File: src/core/gfo_params.svh
// Constants for the pin function and fault output block: register offsets,
// field positions, reset values and function codes.
// Assumes inclusion by bare name from the design files only.
`ifndef GFO_PARAMS_SVH
`define GFO_PARAMS_SVH

// ==========================================================================
// Register offsets on the configuration port
`define GFO_OFF_PIN_INPUT_LEVELS    8'h1E
`define GFO_OFF_FAULT_A_SEL_LOW     8'h36
`define GFO_OFF_FAULT_A_SEL_HIGH    8'h37
`define GFO_OFF_FAULT_B_SEL_LOW     8'h38
`define GFO_OFF_FAULT_B_SEL_HIGH    8'h39
`define GFO_OFF_FAULT_OC_SEL        8'h3A
`define GFO_OFF_PIN_OUTPUT_LEVELS   8'h3E
`define GFO_OFF_PIN_FUNC_CFG_0      8'h3F
`define GFO_OFF_PIN_FUNC_CFG_1      8'h40
`define GFO_OFF_PIN_FUNC_CFG_2      8'h41
`define GFO_OFF_PIN_DRIVE_TYPE      8'h42

// ==========================================================================
// Field positions inside the high selection byte of each fault output
`define GFO_HI_SEL_LSB              0
`define GFO_HI_OV_EN_BIT            4
`define GFO_HI_UV_EN_BIT            5
`define GFO_HI_EW_EN_BIT            6
`define GFO_HI_POLARITY_BIT         7
// Field positions inside the overcurrent select byte
`define GFO_OC_SEL_A_BIT            0
`define GFO_OC_SEL_B_BIT            1

// ==========================================================================
// Reset values
`define GFO_RST_BYTE                8'h00
`define GFO_RST_FUNC_CFG            24'h00_0000
`define GFO_RST_PINS                8'h00

// ==========================================================================
// Pin function codes
`define GFO_CODE_LOGIC_IN           3'h0
`define GFO_CODE_LOGIC_OUT          3'h1
`define GFO_CODE_FAULT_B            3'h2
`define GFO_CODE_FAULT_A            3'h3
`define GFO_CODE_ANY_FAULT          3'h4
`define GFO_CODE_OVERCURRENT        3'h5
`define GFO_CODE_MR_WDO             3'h6
`define GFO_CODE_MISC               3'h7

`endif

File: src/core/gfo_pkg.sv
// Types shared by the pin function and fault output block.
// Assumes nothing of its surroundings; holds types only.
package gfo_pkg;

  // ========================================================================
  // Resolved role of one pin, decoded from its function code and position.
  typedef enum logic [3:0] {
    GFO_ROLE_LOGIC_IN   = 4'h0,
    GFO_ROLE_LOGIC_OUT  = 4'h1,
    GFO_ROLE_FAULT_B    = 4'h3,
    GFO_ROLE_FAULT_A    = 4'h2,
    GFO_ROLE_PWRUP_FLT  = 4'h6,
    GFO_ROLE_ANY_FAULT  = 4'h7,
    GFO_ROLE_SEC_RESET  = 4'h5,
    GFO_ROLE_OVERCUR    = 4'h4,
    GFO_ROLE_MAN_RESET  = 4'hC,
    GFO_ROLE_WDOG_OUT   = 4'hD,
    GFO_ROLE_WDOG_KICK  = 4'hF,
    GFO_ROLE_NONE       = 4'hE,
    GFO_ROLE_EXT_FAULT  = 4'hA,
    GFO_ROLE_SEQ_EN     = 4'hB,
    GFO_ROLE_MARGIN     = 4'h9
  } gfo_role_t;

  // ========================================================================
  // Whole state of the top module.
  typedef struct packed {
    logic [7:0]  pin_in;
    logic [7:0]  out_lvl;
    logic [23:0] func_cfg;
    logic [7:0]  drive_od;
    logic [7:0]  fa_lo;
    logic [7:0]  fa_hi;
    logic [7:0]  fb_lo;
    logic [7:0]  fb_hi;
    logic [7:0]  oc_sel;
    logic [7:0]  rdata;
    logic [7:0]  pin_out;
    logic [7:0]  pin_oe;
    logic        fault_a;
    logic        fault_b;
    logic        any_fault_n;
    logic        man_reset_n;
    logic        wdog_kick;
    logic        seq_enable;
    logic        margin_n;
    logic        ext_fault;
  } gfo_state_t;

endpackage

File: src/core/gfo_fault_eval.sv
// One fault output's cause combiner: selected inputs, enabled threshold types
// and the optional secondary overcurrent comparison, all ORed together.
// Assumes threshold flags are already synchronous to the core clock.
`timescale 1ns/1ps
`default_nettype none

module gfo_fault_eval #(
  parameter int NMON = 12
) (
  input  wire logic [NMON-1:0] sel_i,
  input  wire logic            ov_en_i,
  input  wire logic            uv_en_i,
  input  wire logic            ew_en_i,
  input  wire logic            oc_en_i,
  input  wire logic [NMON-1:0] ov_i,
  input  wire logic [NMON-1:0] uv_i,
  input  wire logic [NMON-1:0] ew_i,
  input  wire logic            oc2_i,
  output logic                 fault_o
);

  logic [NMON-1:0] cause;

  // ========================================================================
  // Per-input causes gated by the enabled threshold types.
  assign cause = (ov_i & {NMON{ov_en_i}}) |
                 (uv_i & {NMON{uv_en_i}}) |
                 (ew_i & {NMON{ew_en_i}});

  assign fault_o = (|(sel_i & cause)) | (oc_en_i & oc2_i);

endmodule

`default_nettype wire

File: src/core/gfo_top.sv
// Eight configurable pins with function select, drive type, input and output
// state registers, and the two programmable fault outputs.
// Assumes a byte-wide configuration port synchronous to core_clk_i, and
// threshold flags, fault sources and pin levels synchronous to it as well.
//
// Overview of operation
// - Fault output asserts on any selected input.
// - Secondary overcurrent can also assert fault outputs.
// - Fault outputs ignore critical-fault handling entirely.
// - Input-state register returns sampled pin levels.
// - Output-state register drives pins set as outputs.
// - Pins one and two codes in first byte; pin three code starts there.
// - Pins four to eight codes in later bytes.
// - Drive-type bit picks push-pull or open-drain; external-fault pins are always open-drain.
// - Code 000 input, code 001 output.
// - Code 010 fault B, 011 fault A/powerup.
// - Code 100 any-fault or secondary reset.
// - Any-fault low on fault A, fault B, powerup fault or sequence fault.
// - Code 101 puts overcurrent flag on pin.
// - Code 110 manual reset in or watchdog out.
// - Code 111 kick, external fault, enable, margin.
// - Sequence-enable pin level enables secondary group.
// - Fault A selects inputs one to twelve.
// - Fault A threshold-type enables in second byte.
// - Fault A polarity bit in second byte.
// - Fault B selects inputs one to twelve.
// - Output levels load power-on default copy.
// - Overcurrent pin reflects primary comparator only.
`timescale 1ns/1ps
`default_nettype none

`include "gfo_params.svh"

module gfo_top
  import gfo_pkg::*;
#(
  parameter int NPIN = 8,
  parameter int NMON = 12
) (
  input  wire logic            core_clk_i,
  input  wire logic            rst_i,
  input  wire logic [7:0]      reg_addr_i,
  input  wire logic            reg_wr_i,
  input  wire logic [7:0]      reg_wdata_i,
  input  wire logic            reg_rd_i,
  output logic      [7:0]      reg_rdata_o,
  input  wire logic [7:0]      flash_out_levels_i,
  input  wire logic [NPIN-1:0] pin_i,
  output logic      [NPIN-1:0] pin_o,
  output logic      [NPIN-1:0] pin_oe_o,
  input  wire logic [NMON-1:0] mon_ov_i,
  input  wire logic [NMON-1:0] mon_uv_i,
  input  wire logic [NMON-1:0] mon_ew_i,
  input  wire logic            oc_secondary_i,
  input  wire logic            oc_primary_i,
  input  wire logic            powerup_fault_out_i,
  input  wire logic            seq_fault_i,
  input  wire logic            secondary_reset_out_i,
  input  wire logic            watchdog_out_n_i,
  input  wire logic            ext_fault_drive_i,
  output logic                 fault_out_a_o,
  output logic                 fault_out_b_o,
  output logic                 any_fault_n_o,
  output logic                 manual_reset_in_n_o,
  output logic                 watchdog_kick_in_o,
  output logic                 secondary_sequence_enable_o,
  output logic                 margin_in_n_o,
  output logic                 external_fault_in_o
);

  // ========================================================================
  // Pin role decoding, used for drive and for pin-sourced inputs.
  function automatic gfo_role_t pin_role(input int unsigned pin, input logic [2:0] code);
    gfo_role_t r;
    r = GFO_ROLE_NONE;
    case (code)
      `GFO_CODE_LOGIC_IN:   r = GFO_ROLE_LOGIC_IN;
      `GFO_CODE_LOGIC_OUT:  r = GFO_ROLE_LOGIC_OUT;
      `GFO_CODE_FAULT_B:    r = GFO_ROLE_FAULT_B;
      `GFO_CODE_FAULT_A: begin
        r = (pin == 2 || pin == 7) ? GFO_ROLE_PWRUP_FLT : GFO_ROLE_FAULT_A;
      end
      `GFO_CODE_ANY_FAULT: begin
        r = (pin == 1 || pin == 5 || pin == 7) ? GFO_ROLE_SEC_RESET
                                               : GFO_ROLE_ANY_FAULT;
      end
      `GFO_CODE_OVERCURRENT: r = GFO_ROLE_OVERCUR;
      // odd pins reset in, even pins watchdog out.
      `GFO_CODE_MR_WDO: begin
        r = (pin[0] == 1'b0) ? GFO_ROLE_MAN_RESET : GFO_ROLE_WDOG_OUT;
      end
      `GFO_CODE_MISC: begin
        case (pin)
          0:       r = GFO_ROLE_WDOG_KICK;
          3, 7:    r = GFO_ROLE_EXT_FAULT;
          4, 6:    r = GFO_ROLE_SEQ_EN;
          5:       r = GFO_ROLE_MARGIN;
          default: r = GFO_ROLE_NONE;
        endcase
      end
      default: r = GFO_ROLE_NONE;
    endcase
    return r;
  endfunction

  gfo_state_t      q;
  gfo_state_t      d;
  logic [1:0]      fault_raw;
  logic [NMON-1:0] sel_a;
  logic [NMON-1:0] sel_b;

  // ========================================================================
  // Cause selection for both fault outputs.
  // fault A covers inputs one to twelve.
  assign sel_a = {q.fa_hi[`GFO_HI_SEL_LSB +: 4], q.fa_lo};
  // fault B low byte, extra byte for inputs nine to twelve.
  assign sel_b = {q.fb_hi[`GFO_HI_SEL_LSB +: 4], q.fb_lo};

  // Both combiners are the same logic; a loop keeps them identical.
  genvar gi;
  generate
    for (gi = 0; gi < 2; gi++) begin : g_fault
      gfo_fault_eval #(
        .NMON (NMON)
      ) u_eval (
        .sel_i   ((gi == 0) ? sel_a : sel_b),
        .ov_en_i ((gi == 0) ? q.fa_hi[`GFO_HI_OV_EN_BIT] : q.fb_hi[`GFO_HI_OV_EN_BIT]),
        .uv_en_i ((gi == 0) ? q.fa_hi[`GFO_HI_UV_EN_BIT] : q.fb_hi[`GFO_HI_UV_EN_BIT]),
        .ew_en_i ((gi == 0) ? q.fa_hi[`GFO_HI_EW_EN_BIT] : q.fb_hi[`GFO_HI_EW_EN_BIT]),
        .oc_en_i ((gi == 0) ? q.oc_sel[`GFO_OC_SEL_A_BIT] : q.oc_sel[`GFO_OC_SEL_B_BIT]),
        .ov_i    (mon_ov_i),
        .uv_i    (mon_uv_i),
        .ew_i    (mon_ew_i),
        .oc2_i   (oc_secondary_i),
        .fault_o (fault_raw[gi])
      );
    end
  endgenerate

  // ========================================================================
  // Next-state logic for the whole block.
  always_comb begin
    gfo_role_t  role;
    logic       lvl;
    logic       drv;
    logic       od;
    logic [2:0] code;
    role = GFO_ROLE_NONE;
    lvl  = 1'b0;
    drv  = 1'b0;
    od   = 1'b0;
    code = 3'h0;
    d    = q;

    d.pin_in = pin_i;

    // Register writes; the input-state register ignores writes.
    if (reg_wr_i) begin
      case (reg_addr_i)
        `GFO_OFF_FAULT_A_SEL_LOW:   d.fa_lo    = reg_wdata_i;
        `GFO_OFF_FAULT_A_SEL_HIGH:  d.fa_hi    = reg_wdata_i;
        `GFO_OFF_FAULT_B_SEL_LOW:   d.fb_lo    = reg_wdata_i;
        `GFO_OFF_FAULT_B_SEL_HIGH:  d.fb_hi    = reg_wdata_i;
        `GFO_OFF_FAULT_OC_SEL:      d.oc_sel   = reg_wdata_i;
        `GFO_OFF_PIN_OUTPUT_LEVELS: d.out_lvl  = reg_wdata_i;
        `GFO_OFF_PIN_FUNC_CFG_0:    d.func_cfg[7:0]   = reg_wdata_i;
        `GFO_OFF_PIN_FUNC_CFG_1:    d.func_cfg[15:8]  = reg_wdata_i;
        `GFO_OFF_PIN_FUNC_CFG_2:    d.func_cfg[23:16] = reg_wdata_i;
        `GFO_OFF_PIN_DRIVE_TYPE:    d.drive_od = reg_wdata_i;
        default: begin
        end
      endcase
    end

    // Register reads; unmapped offsets answer zero.
    if (reg_rd_i) begin
      case (reg_addr_i)
        `GFO_OFF_PIN_INPUT_LEVELS:  d.rdata = q.pin_in;
        `GFO_OFF_FAULT_A_SEL_LOW:   d.rdata = q.fa_lo;
        `GFO_OFF_FAULT_A_SEL_HIGH:  d.rdata = q.fa_hi;
        `GFO_OFF_FAULT_B_SEL_LOW:   d.rdata = q.fb_lo;
        `GFO_OFF_FAULT_B_SEL_HIGH:  d.rdata = q.fb_hi;
        `GFO_OFF_FAULT_OC_SEL:      d.rdata = q.oc_sel;
        `GFO_OFF_PIN_OUTPUT_LEVELS: d.rdata = q.out_lvl;
        `GFO_OFF_PIN_FUNC_CFG_0:    d.rdata = q.func_cfg[7:0];
        `GFO_OFF_PIN_FUNC_CFG_1:    d.rdata = q.func_cfg[15:8];
        `GFO_OFF_PIN_FUNC_CFG_2:    d.rdata = q.func_cfg[23:16];
        `GFO_OFF_PIN_DRIVE_TYPE:    d.rdata = q.drive_od;
        default:                    d.rdata = `GFO_RST_BYTE;
      endcase
    end

    // Fault levels are kept active-high internally; polarity is applied
    // only at the pin so status outputs stay easy to read.
    d.fault_a = fault_raw[0];
    d.fault_b = fault_raw[1];
    // any-fault low on either fault output, a powerup fault or a sequence fault.
    d.any_fault_n = ~(fault_raw[0] | fault_raw[1] | powerup_fault_out_i | seq_fault_i);

    // Pin-sourced inputs start from their idle levels each cycle.
    d.man_reset_n = 1'b1;
    d.wdog_kick   = 1'b0;
    d.seq_enable  = 1'b0;
    d.margin_n    = 1'b1;
    d.ext_fault   = 1'b0;

    for (int unsigned p = 0; p < NPIN; p++) begin
      code = q.func_cfg[3*p +: 3];
      role = pin_role(p, code);
      lvl  = 1'b0;
      drv  = 1'b1;
      od   = q.drive_od[p];
      case (role)
        GFO_ROLE_LOGIC_OUT: lvl = q.out_lvl[p];
        GFO_ROLE_FAULT_A:   lvl = q.fa_hi[`GFO_HI_POLARITY_BIT] ? fault_raw[0] : ~fault_raw[0];
        // fault B polarity in its extra byte.
        GFO_ROLE_FAULT_B:   lvl = q.fb_hi[`GFO_HI_POLARITY_BIT] ? fault_raw[1] : ~fault_raw[1];
        GFO_ROLE_PWRUP_FLT: lvl = powerup_fault_out_i;
        GFO_ROLE_ANY_FAULT: lvl = d.any_fault_n;
        GFO_ROLE_SEC_RESET: lvl = secondary_reset_out_i;
        GFO_ROLE_OVERCUR:   lvl = ~oc_primary_i;
        GFO_ROLE_WDOG_OUT:  lvl = watchdog_out_n_i;
        GFO_ROLE_EXT_FAULT: begin
          // Shared line: always open drain so other parties may pull it low.
          lvl = ~ext_fault_drive_i;
          od  = 1'b1;
          if (!q.pin_in[p]) begin
            d.ext_fault = 1'b1;
          end
        end
        GFO_ROLE_MAN_RESET: begin
          drv = 1'b0;
          if (!q.pin_in[p]) begin
            d.man_reset_n = 1'b0;
          end
        end
        GFO_ROLE_WDOG_KICK: begin
          drv = 1'b0;
          d.wdog_kick = q.pin_in[p];
        end
        GFO_ROLE_SEQ_EN: begin
          drv = 1'b0;
          if (q.pin_in[p]) begin
            d.seq_enable = 1'b1;
          end
        end
        GFO_ROLE_MARGIN: begin
          drv = 1'b0;
          if (!q.pin_in[p]) begin
            d.margin_n = 1'b0;
          end
        end
        default: drv = 1'b0;
      endcase
      d.pin_out[p] = drv & lvl;
      d.pin_oe[p]  = drv & ~(od & lvl);
    end

    // output levels take the power-on default copy.
    if (rst_i) begin
      d          = '0;
      d.out_lvl  = flash_out_levels_i;
      d.func_cfg = `GFO_RST_FUNC_CFG;
      d.pin_out  = `GFO_RST_PINS;
      d.pin_oe   = `GFO_RST_PINS;
      d.any_fault_n = 1'b1;
      d.man_reset_n = 1'b1;
      d.margin_n    = 1'b1;
    end
  end

  // ========================================================================
  // Single state register; reset is folded into the next-state logic.
  always_ff @(posedge core_clk_i) begin
    q <= d;
  end

  // Outputs come straight from the state register.
  assign reg_rdata_o                 = q.rdata;
  assign pin_o                       = q.pin_out;
  assign pin_oe_o                    = q.pin_oe;
  assign fault_out_a_o               = q.fault_a;
  assign fault_out_b_o               = q.fault_b;
  assign any_fault_n_o               = q.any_fault_n;
  assign manual_reset_in_n_o         = q.man_reset_n;
  assign watchdog_kick_in_o          = q.wdog_kick;
  assign secondary_sequence_enable_o = q.seq_enable;
  assign margin_in_n_o               = q.margin_n;
  assign external_fault_in_o         = q.ext_fault;

endmodule

`default_nettype wire

File: config.mk
export PLATFORM = sky130hd
export DESIGN_NAME = gfo_top
export DESIGN_NICKNAME = d
export VERILOG_FILES = /design/src/core/gfo_pkg.sv /design/src/core/gfo_fault_eval.sv /design/src/core/gfo_top.sv
export VERILOG_INCLUDE_DIRS = /design/src /design/src/core
export SDC_FILE = /design/constraint.sdc
export NUM_CORES = 1
export LEC_CHECK = 0
export BUFFER_PORTS_ARGS = -buffer_cell sky130_fd_sc_hd__buf_4
export CAP_MARGIN = 20
export CELL_PAD_IN_SITES_DETAIL_PLACEMENT = 0
export CELL_PAD_IN_SITES_GLOBAL_PLACEMENT = 2
export CORE_ASPECT_RATIO = 0.7
export CORE_UTILIZATION = 35
export DETAILED_ROUTE_END_ITERATION = 10
export PLACE_DENSITY_LB_ADDON = 0.1
export SLEW_MARGIN = 15
export SYNTH_ARGS = -nofsm -noshare
export SYNTH_HDL_FRONTEND = slang
export SYNTH_HIERARCHICAL = 1
export SYNTH_SLANG_ARGS = --single-unit
File: constraint.sdc
create_clock -name core_clk_i -period 3.9 [get_ports core_clk_i]
set_input_delay 0.78 -clock core_clk_i [delete_from_list [all_inputs] [get_ports core_clk_i]]
set_output_delay 0.78 -clock core_clk_i [all_outputs]
set_load 0.005 [all_outputs]
==> results <==
- The flow ran to the end, and the final reports show no timing, DRC or antenna violations.
- Fill cells in the final layout number roughly 2000.
- CTS built an H-tree with a depth of 4.
- Setup violations remaining at the end of the flow were counted as 0.
- By startpoint and endpoint, the worst setup path is classified as flop to flop.
- The most frequently used flop master after synthesis is sky130_fd_sc_hd__dfxtp_1.
- In this run the core area contains 43 standard-cell rows.
- The final layout net count is between 900 and 1000.
- Sorting the synthesized cells by area gives the leading types as sky130_fd_sc_hd__dfxtp_1 31%, sky130_fd_sc_hd__mux2i_1 11%, sky130_fd_sc_hd__nor2_1 4.1%.
- The floorplan step set the die height to between 100 and 150 µm.
- The sort of element at the start of the critical path is a flop.
- Summing every instance area after synthesis gives 7180 µm².
- Counting flops with an async set or reset pin after synthesis yields a share of 0%.
- The post-CTS setup-driven buffer insertion count is 0.
- The utilization after layout is between 40% and 50%.
- The maximum number of pins on one net before global-route repair is 70.
- The routed layout has just under 7000 vias.
- The sequential share of the synthesized area is 34.6%.
- The largest single stage delay on the critical path is around 540 ps.
- Ranked by instance count, the synthesized netlist is headed by 112 x sky130_fd_sc_hd__dfxtp_1, 79 x sky130_fd_sc_hd__mux2i_1, 79 x sky130_fd_sc_hd__nor2_1, 67 x sky130_fd_sc_hd__nand2_1, 42 x sky130_fd_sc_hd__clkbuf_1.
- Input and output buffers added on the ports amount to 110.
- Cells with a size suffix above 1 make up roughly a fifth of the layout.
- The first global-routing pass estimated slightly above 40 mm of wire.
- The worst voltage drop across the vdd grid is approximately 0.00027 V.
- The slowest cell on the critical path is sky130_fd_sc_hd__a222oi_1.
- The total overflow reported by the global router is 0.
- The global-route usage over all layers is 26.8%.
- The fraction of the cycle the final worst path needs is a little under nine tenths.
- TritonCTS built the clock tree.
- The initial antenna violation count is 1.
- The tightest min-delay check is of the flop to flop type.
- The number of buffers between clock root and the deepest sink is 2.
- In the routed layout, each cell is associated on average with a via count of ~6.
- The maximum clock frequency is between 300 and 400 MHz.
- The clock-pin transition on the worst setup and hold timing paths is about 60 ps.
- The length of the first detailed-routing pass in iterations is 8.
- The synthesized design devotes to its leading area cell type 31.2% of total area.
- The tree is rooted in a sky130_fd_sc_hd__clkbuf_16.
- For this configuration, the core starts out at a cell density of a little over a third.
- The wire-length estimate of the detail-placed layout is approximately 20 mm.
- 0 antenna diodes ended up in the layout.
- For this run, design rule violations remaining after detail routing come to 0.
- In this run, distinct cell masters in the synthesized netlist total between 70 and 80.
- Counting flops and latches in the post-synthesis netlist gives 120.
- The layout overhead on the synthesized area is 18.8%.
- The routed length per placed instance is between 20 and 25 µm.
- In the post-synthesis netlist, the cell with the most instances is sky130_fd_sc_hd__dfxtp_1.
- Of all nets on the critical path, the largest fanout is 14.
- The residual antenna-violating net count after detailed routing is 0.
- In this run, CTS created clock tree buffers numbering 17.
- 111 I/O pins were placed.
- For the pin with the worst max-slew slack, the measured transition is about 790 ps.
- The CTS sink count is 120.
- The routed design has between 20 and 30 mm of wire.
- The die width is 173 µm.
- The via count of the first global-routing pass is between 6000 and 7000.
- In this run the tightest slew margin relative to its limit is between 40 and 50%.
- For the worst setup path, the data arrival time is between 3000 and 4000 ps.
- The analysis attributes to cell leakage a power of 3.49 nW.
- For this design the ratio of total power to cell area is about 370 nW/µm².
- The number of maximum-capacitance violations is 0.
- The data required time at the worst endpoint is 4180 ps.
- The average cell area after synthesis is 8.64 µm².
- The floorplan step defined a die boundary enclosing 21100 µm².
- The insertion delay to the later sink of the worst-skew pair is roughly 430 ps.
- The critical path capture point type is a flop.
- The core region is about 20000 µm².
- The number of slew-limit violations in the final report is 0.
- The number of enable-type register cells in the synthesized netlist is 8.
- In this run, post-CTS repair resized a total of 0 instances.
- The clock period could shrink to roughly 3300 ps.
- Setup repair after global routing left no endpoint under its margin.
- For the final routed database, the setup TNS stands at 0 ps.
- Yosys printed 6 warnings.
- The synthesized netlist net count is 920.
- Across the routed clock network, the largest skew measured is between 10 and 15 ps.
- The detailed router finished its first iteration with 786 violations.
- The cell count after synthesis is between 800 and 900.
- For this design, the CTS-stage hold fixing added 0 buffers.
- Walking the worst path, the cells encountered are a222oi_1 > inv_1 > a221oi_1 > nand3_1 > nor4_1 > buf_4 > mux2i_1 > mux4_2 > a21oi_1 > nor3_1.
- The library cell occupying the most area in the post-synthesis netlist is sky130_fd_sc_hd__dfxtp_1.
- Routability-driven placement finished with a final weighted congestion of between 0.8 and 0.9.
- The count of endpoints failing hold in the final timing report is 0.
flip-flops by register name, indices dropped and copies added (netlist names):
register,count
margin_in_n_o,1
watchdog_kick_in_o,1
any_fault_n_o,1
pin_o,8
fault_out_b_o,1
external_fault_in_o,1
fault_out_a_o,1
reg_rdata_o,8
q,88
secondary_sequence_enable_o,1
manual_reset_in_n_o,1
pin_oe_o,8
power by group:
group          internal, mW  switching (mW)  leakage [nW]  total, mW
logic                0.0859           0.134          2.22      0.220
clock network          1.00           0.629         0.288       1.63
registers              1.25          0.0210         0.982       1.28
cell families after synthesis:
| logic type | Yosys count | synth area share, % |
|---|---|---|
| AND/OR/NAND/NOR | 299 | 21.4 |
| buffers and inverters | 128 | 8.82 |
| adder cells (fa/ha/maj) | 11 | 1.88 |
| XOR/XNOR | 8 | 1.36 |
| multiplexers | 96 | 14.2 |
| AO/OA/AOI/OAI | 169 | 17.8 |
| flip-flops | 120 | 34.6 |
cell type report:
| cell class | instances | area (µm²) | share of cell area, % |
|---|---|---|---|
| clock buffers | 20 | 468 | 5.49 |
| inverters | 36 | 135 | 1.58 |
| clock inverters | 12 | 140 | 1.64 |
| flip-flops and latches | 120 | 2480 | 29.1 |
| multi-input cells | 583 | 4060 | 47.7 |
| repair buffers | 120 | 901 | 10.6 |
| well taps | 270 | 338 | 3.96 |
critical path, delay by kind of cell (launching register included):
family / cells / cell delay (ps)
AOI/OAI and AO/OA: 3 / 1110
and+or+nand+nor: 3 / 720
buffers and inverters: 2 / 290
DFF: 1 / 490
muxes: 2 / 560
placed cells by master (no fill, tap or decap), types with 5 or more instances in the layout:
| cell type | n |
|---|---|
| sky130_fd_sc_hd__inv_1 | 36 |
| sky130_fd_sc_hd__o22ai_1 | 9 |
| sky130_fd_sc_hd__dfxtp_1 | 112 |
| sky130_fd_sc_hd__nor2_1 | 79 |
| sky130_fd_sc_hd__a22oi_1 | 6 |
| sky130_fd_sc_hd__nor2b_1 | 29 |
| sky130_fd_sc_hd__a21oi_1 | 35 |
| sky130_fd_sc_hd__clkbuf_16 | 18 |
| sky130_fd_sc_hd__o21ai_0 | 17 |
| sky130_fd_sc_hd__nor3_1 | 12 |
| sky130_fd_sc_hd__nand3_1 | 38 |
| sky130_fd_sc_hd__edfxtp_1 | 8 |
| sky130_fd_sc_hd__nand2b_1 | 7 |
| sky130_fd_sc_hd__mux2_2 | 14 |
| sky130_fd_sc_hd__nor4_1 | 5 |
| sky130_fd_sc_hd__buf_4 | 120 |
| sky130_fd_sc_hd__and2_1 | 7 |
| sky130_fd_sc_hd__and3_1 | 7 |
| sky130_fd_sc_hd__nand4_1 | 12 |
| sky130_fd_sc_hd__o211ai_1 | 5 |
| sky130_fd_sc_hd__mux2i_1 | 79 |
| sky130_fd_sc_hd__a22o_1 | 7 |
| sky130_fd_sc_hd__o2bb2ai_1 | 5 |
| sky130_fd_sc_hd__a222oi_1 | 26 |
| sky130_fd_sc_hd__nand3b_1 | 9 |
| sky130_fd_sc_hd__nand2_1 | 67 |
| sky130_fd_sc_hd__ha_1 | 10 |
routing by layer:
layer,GRT usage (%),share of wire [%]
met5,0,0
met4,8.96,1.8
met3,8.11,9.4
met2,33.1,36
met1,41.9,52
metrics by stage:
stage	power [mW]	area, µm²	instances	setup WS, ps	hold slack [ps]
after floorplan	1.38	7180	831	826	428
after global placement	1.51	7920	1129	284	454
after detailed placement	1.52	7920	1129	355	465
after CTS	3.14	8530	1161	709	473
after global routing	3.22	8530	1161	446	494
final	3.13	8530	1161	578	475
worst paths after layout:
path | from | end | slack [ps] | cells after the start
hold reg to reg | reg_rdata_o[5] | reg_rdata_o[5] | 470 | 2
setup reg to reg | q[45] | pin_oe_o[3] | 580 | 10
setup / recovery | q[45] | pin_oe_o[3] | 580 | 10
hold / removal | reg_rdata_o[5] | reg_rdata_o[5] | 470 | 2
(Power assumes the default switching activity.)
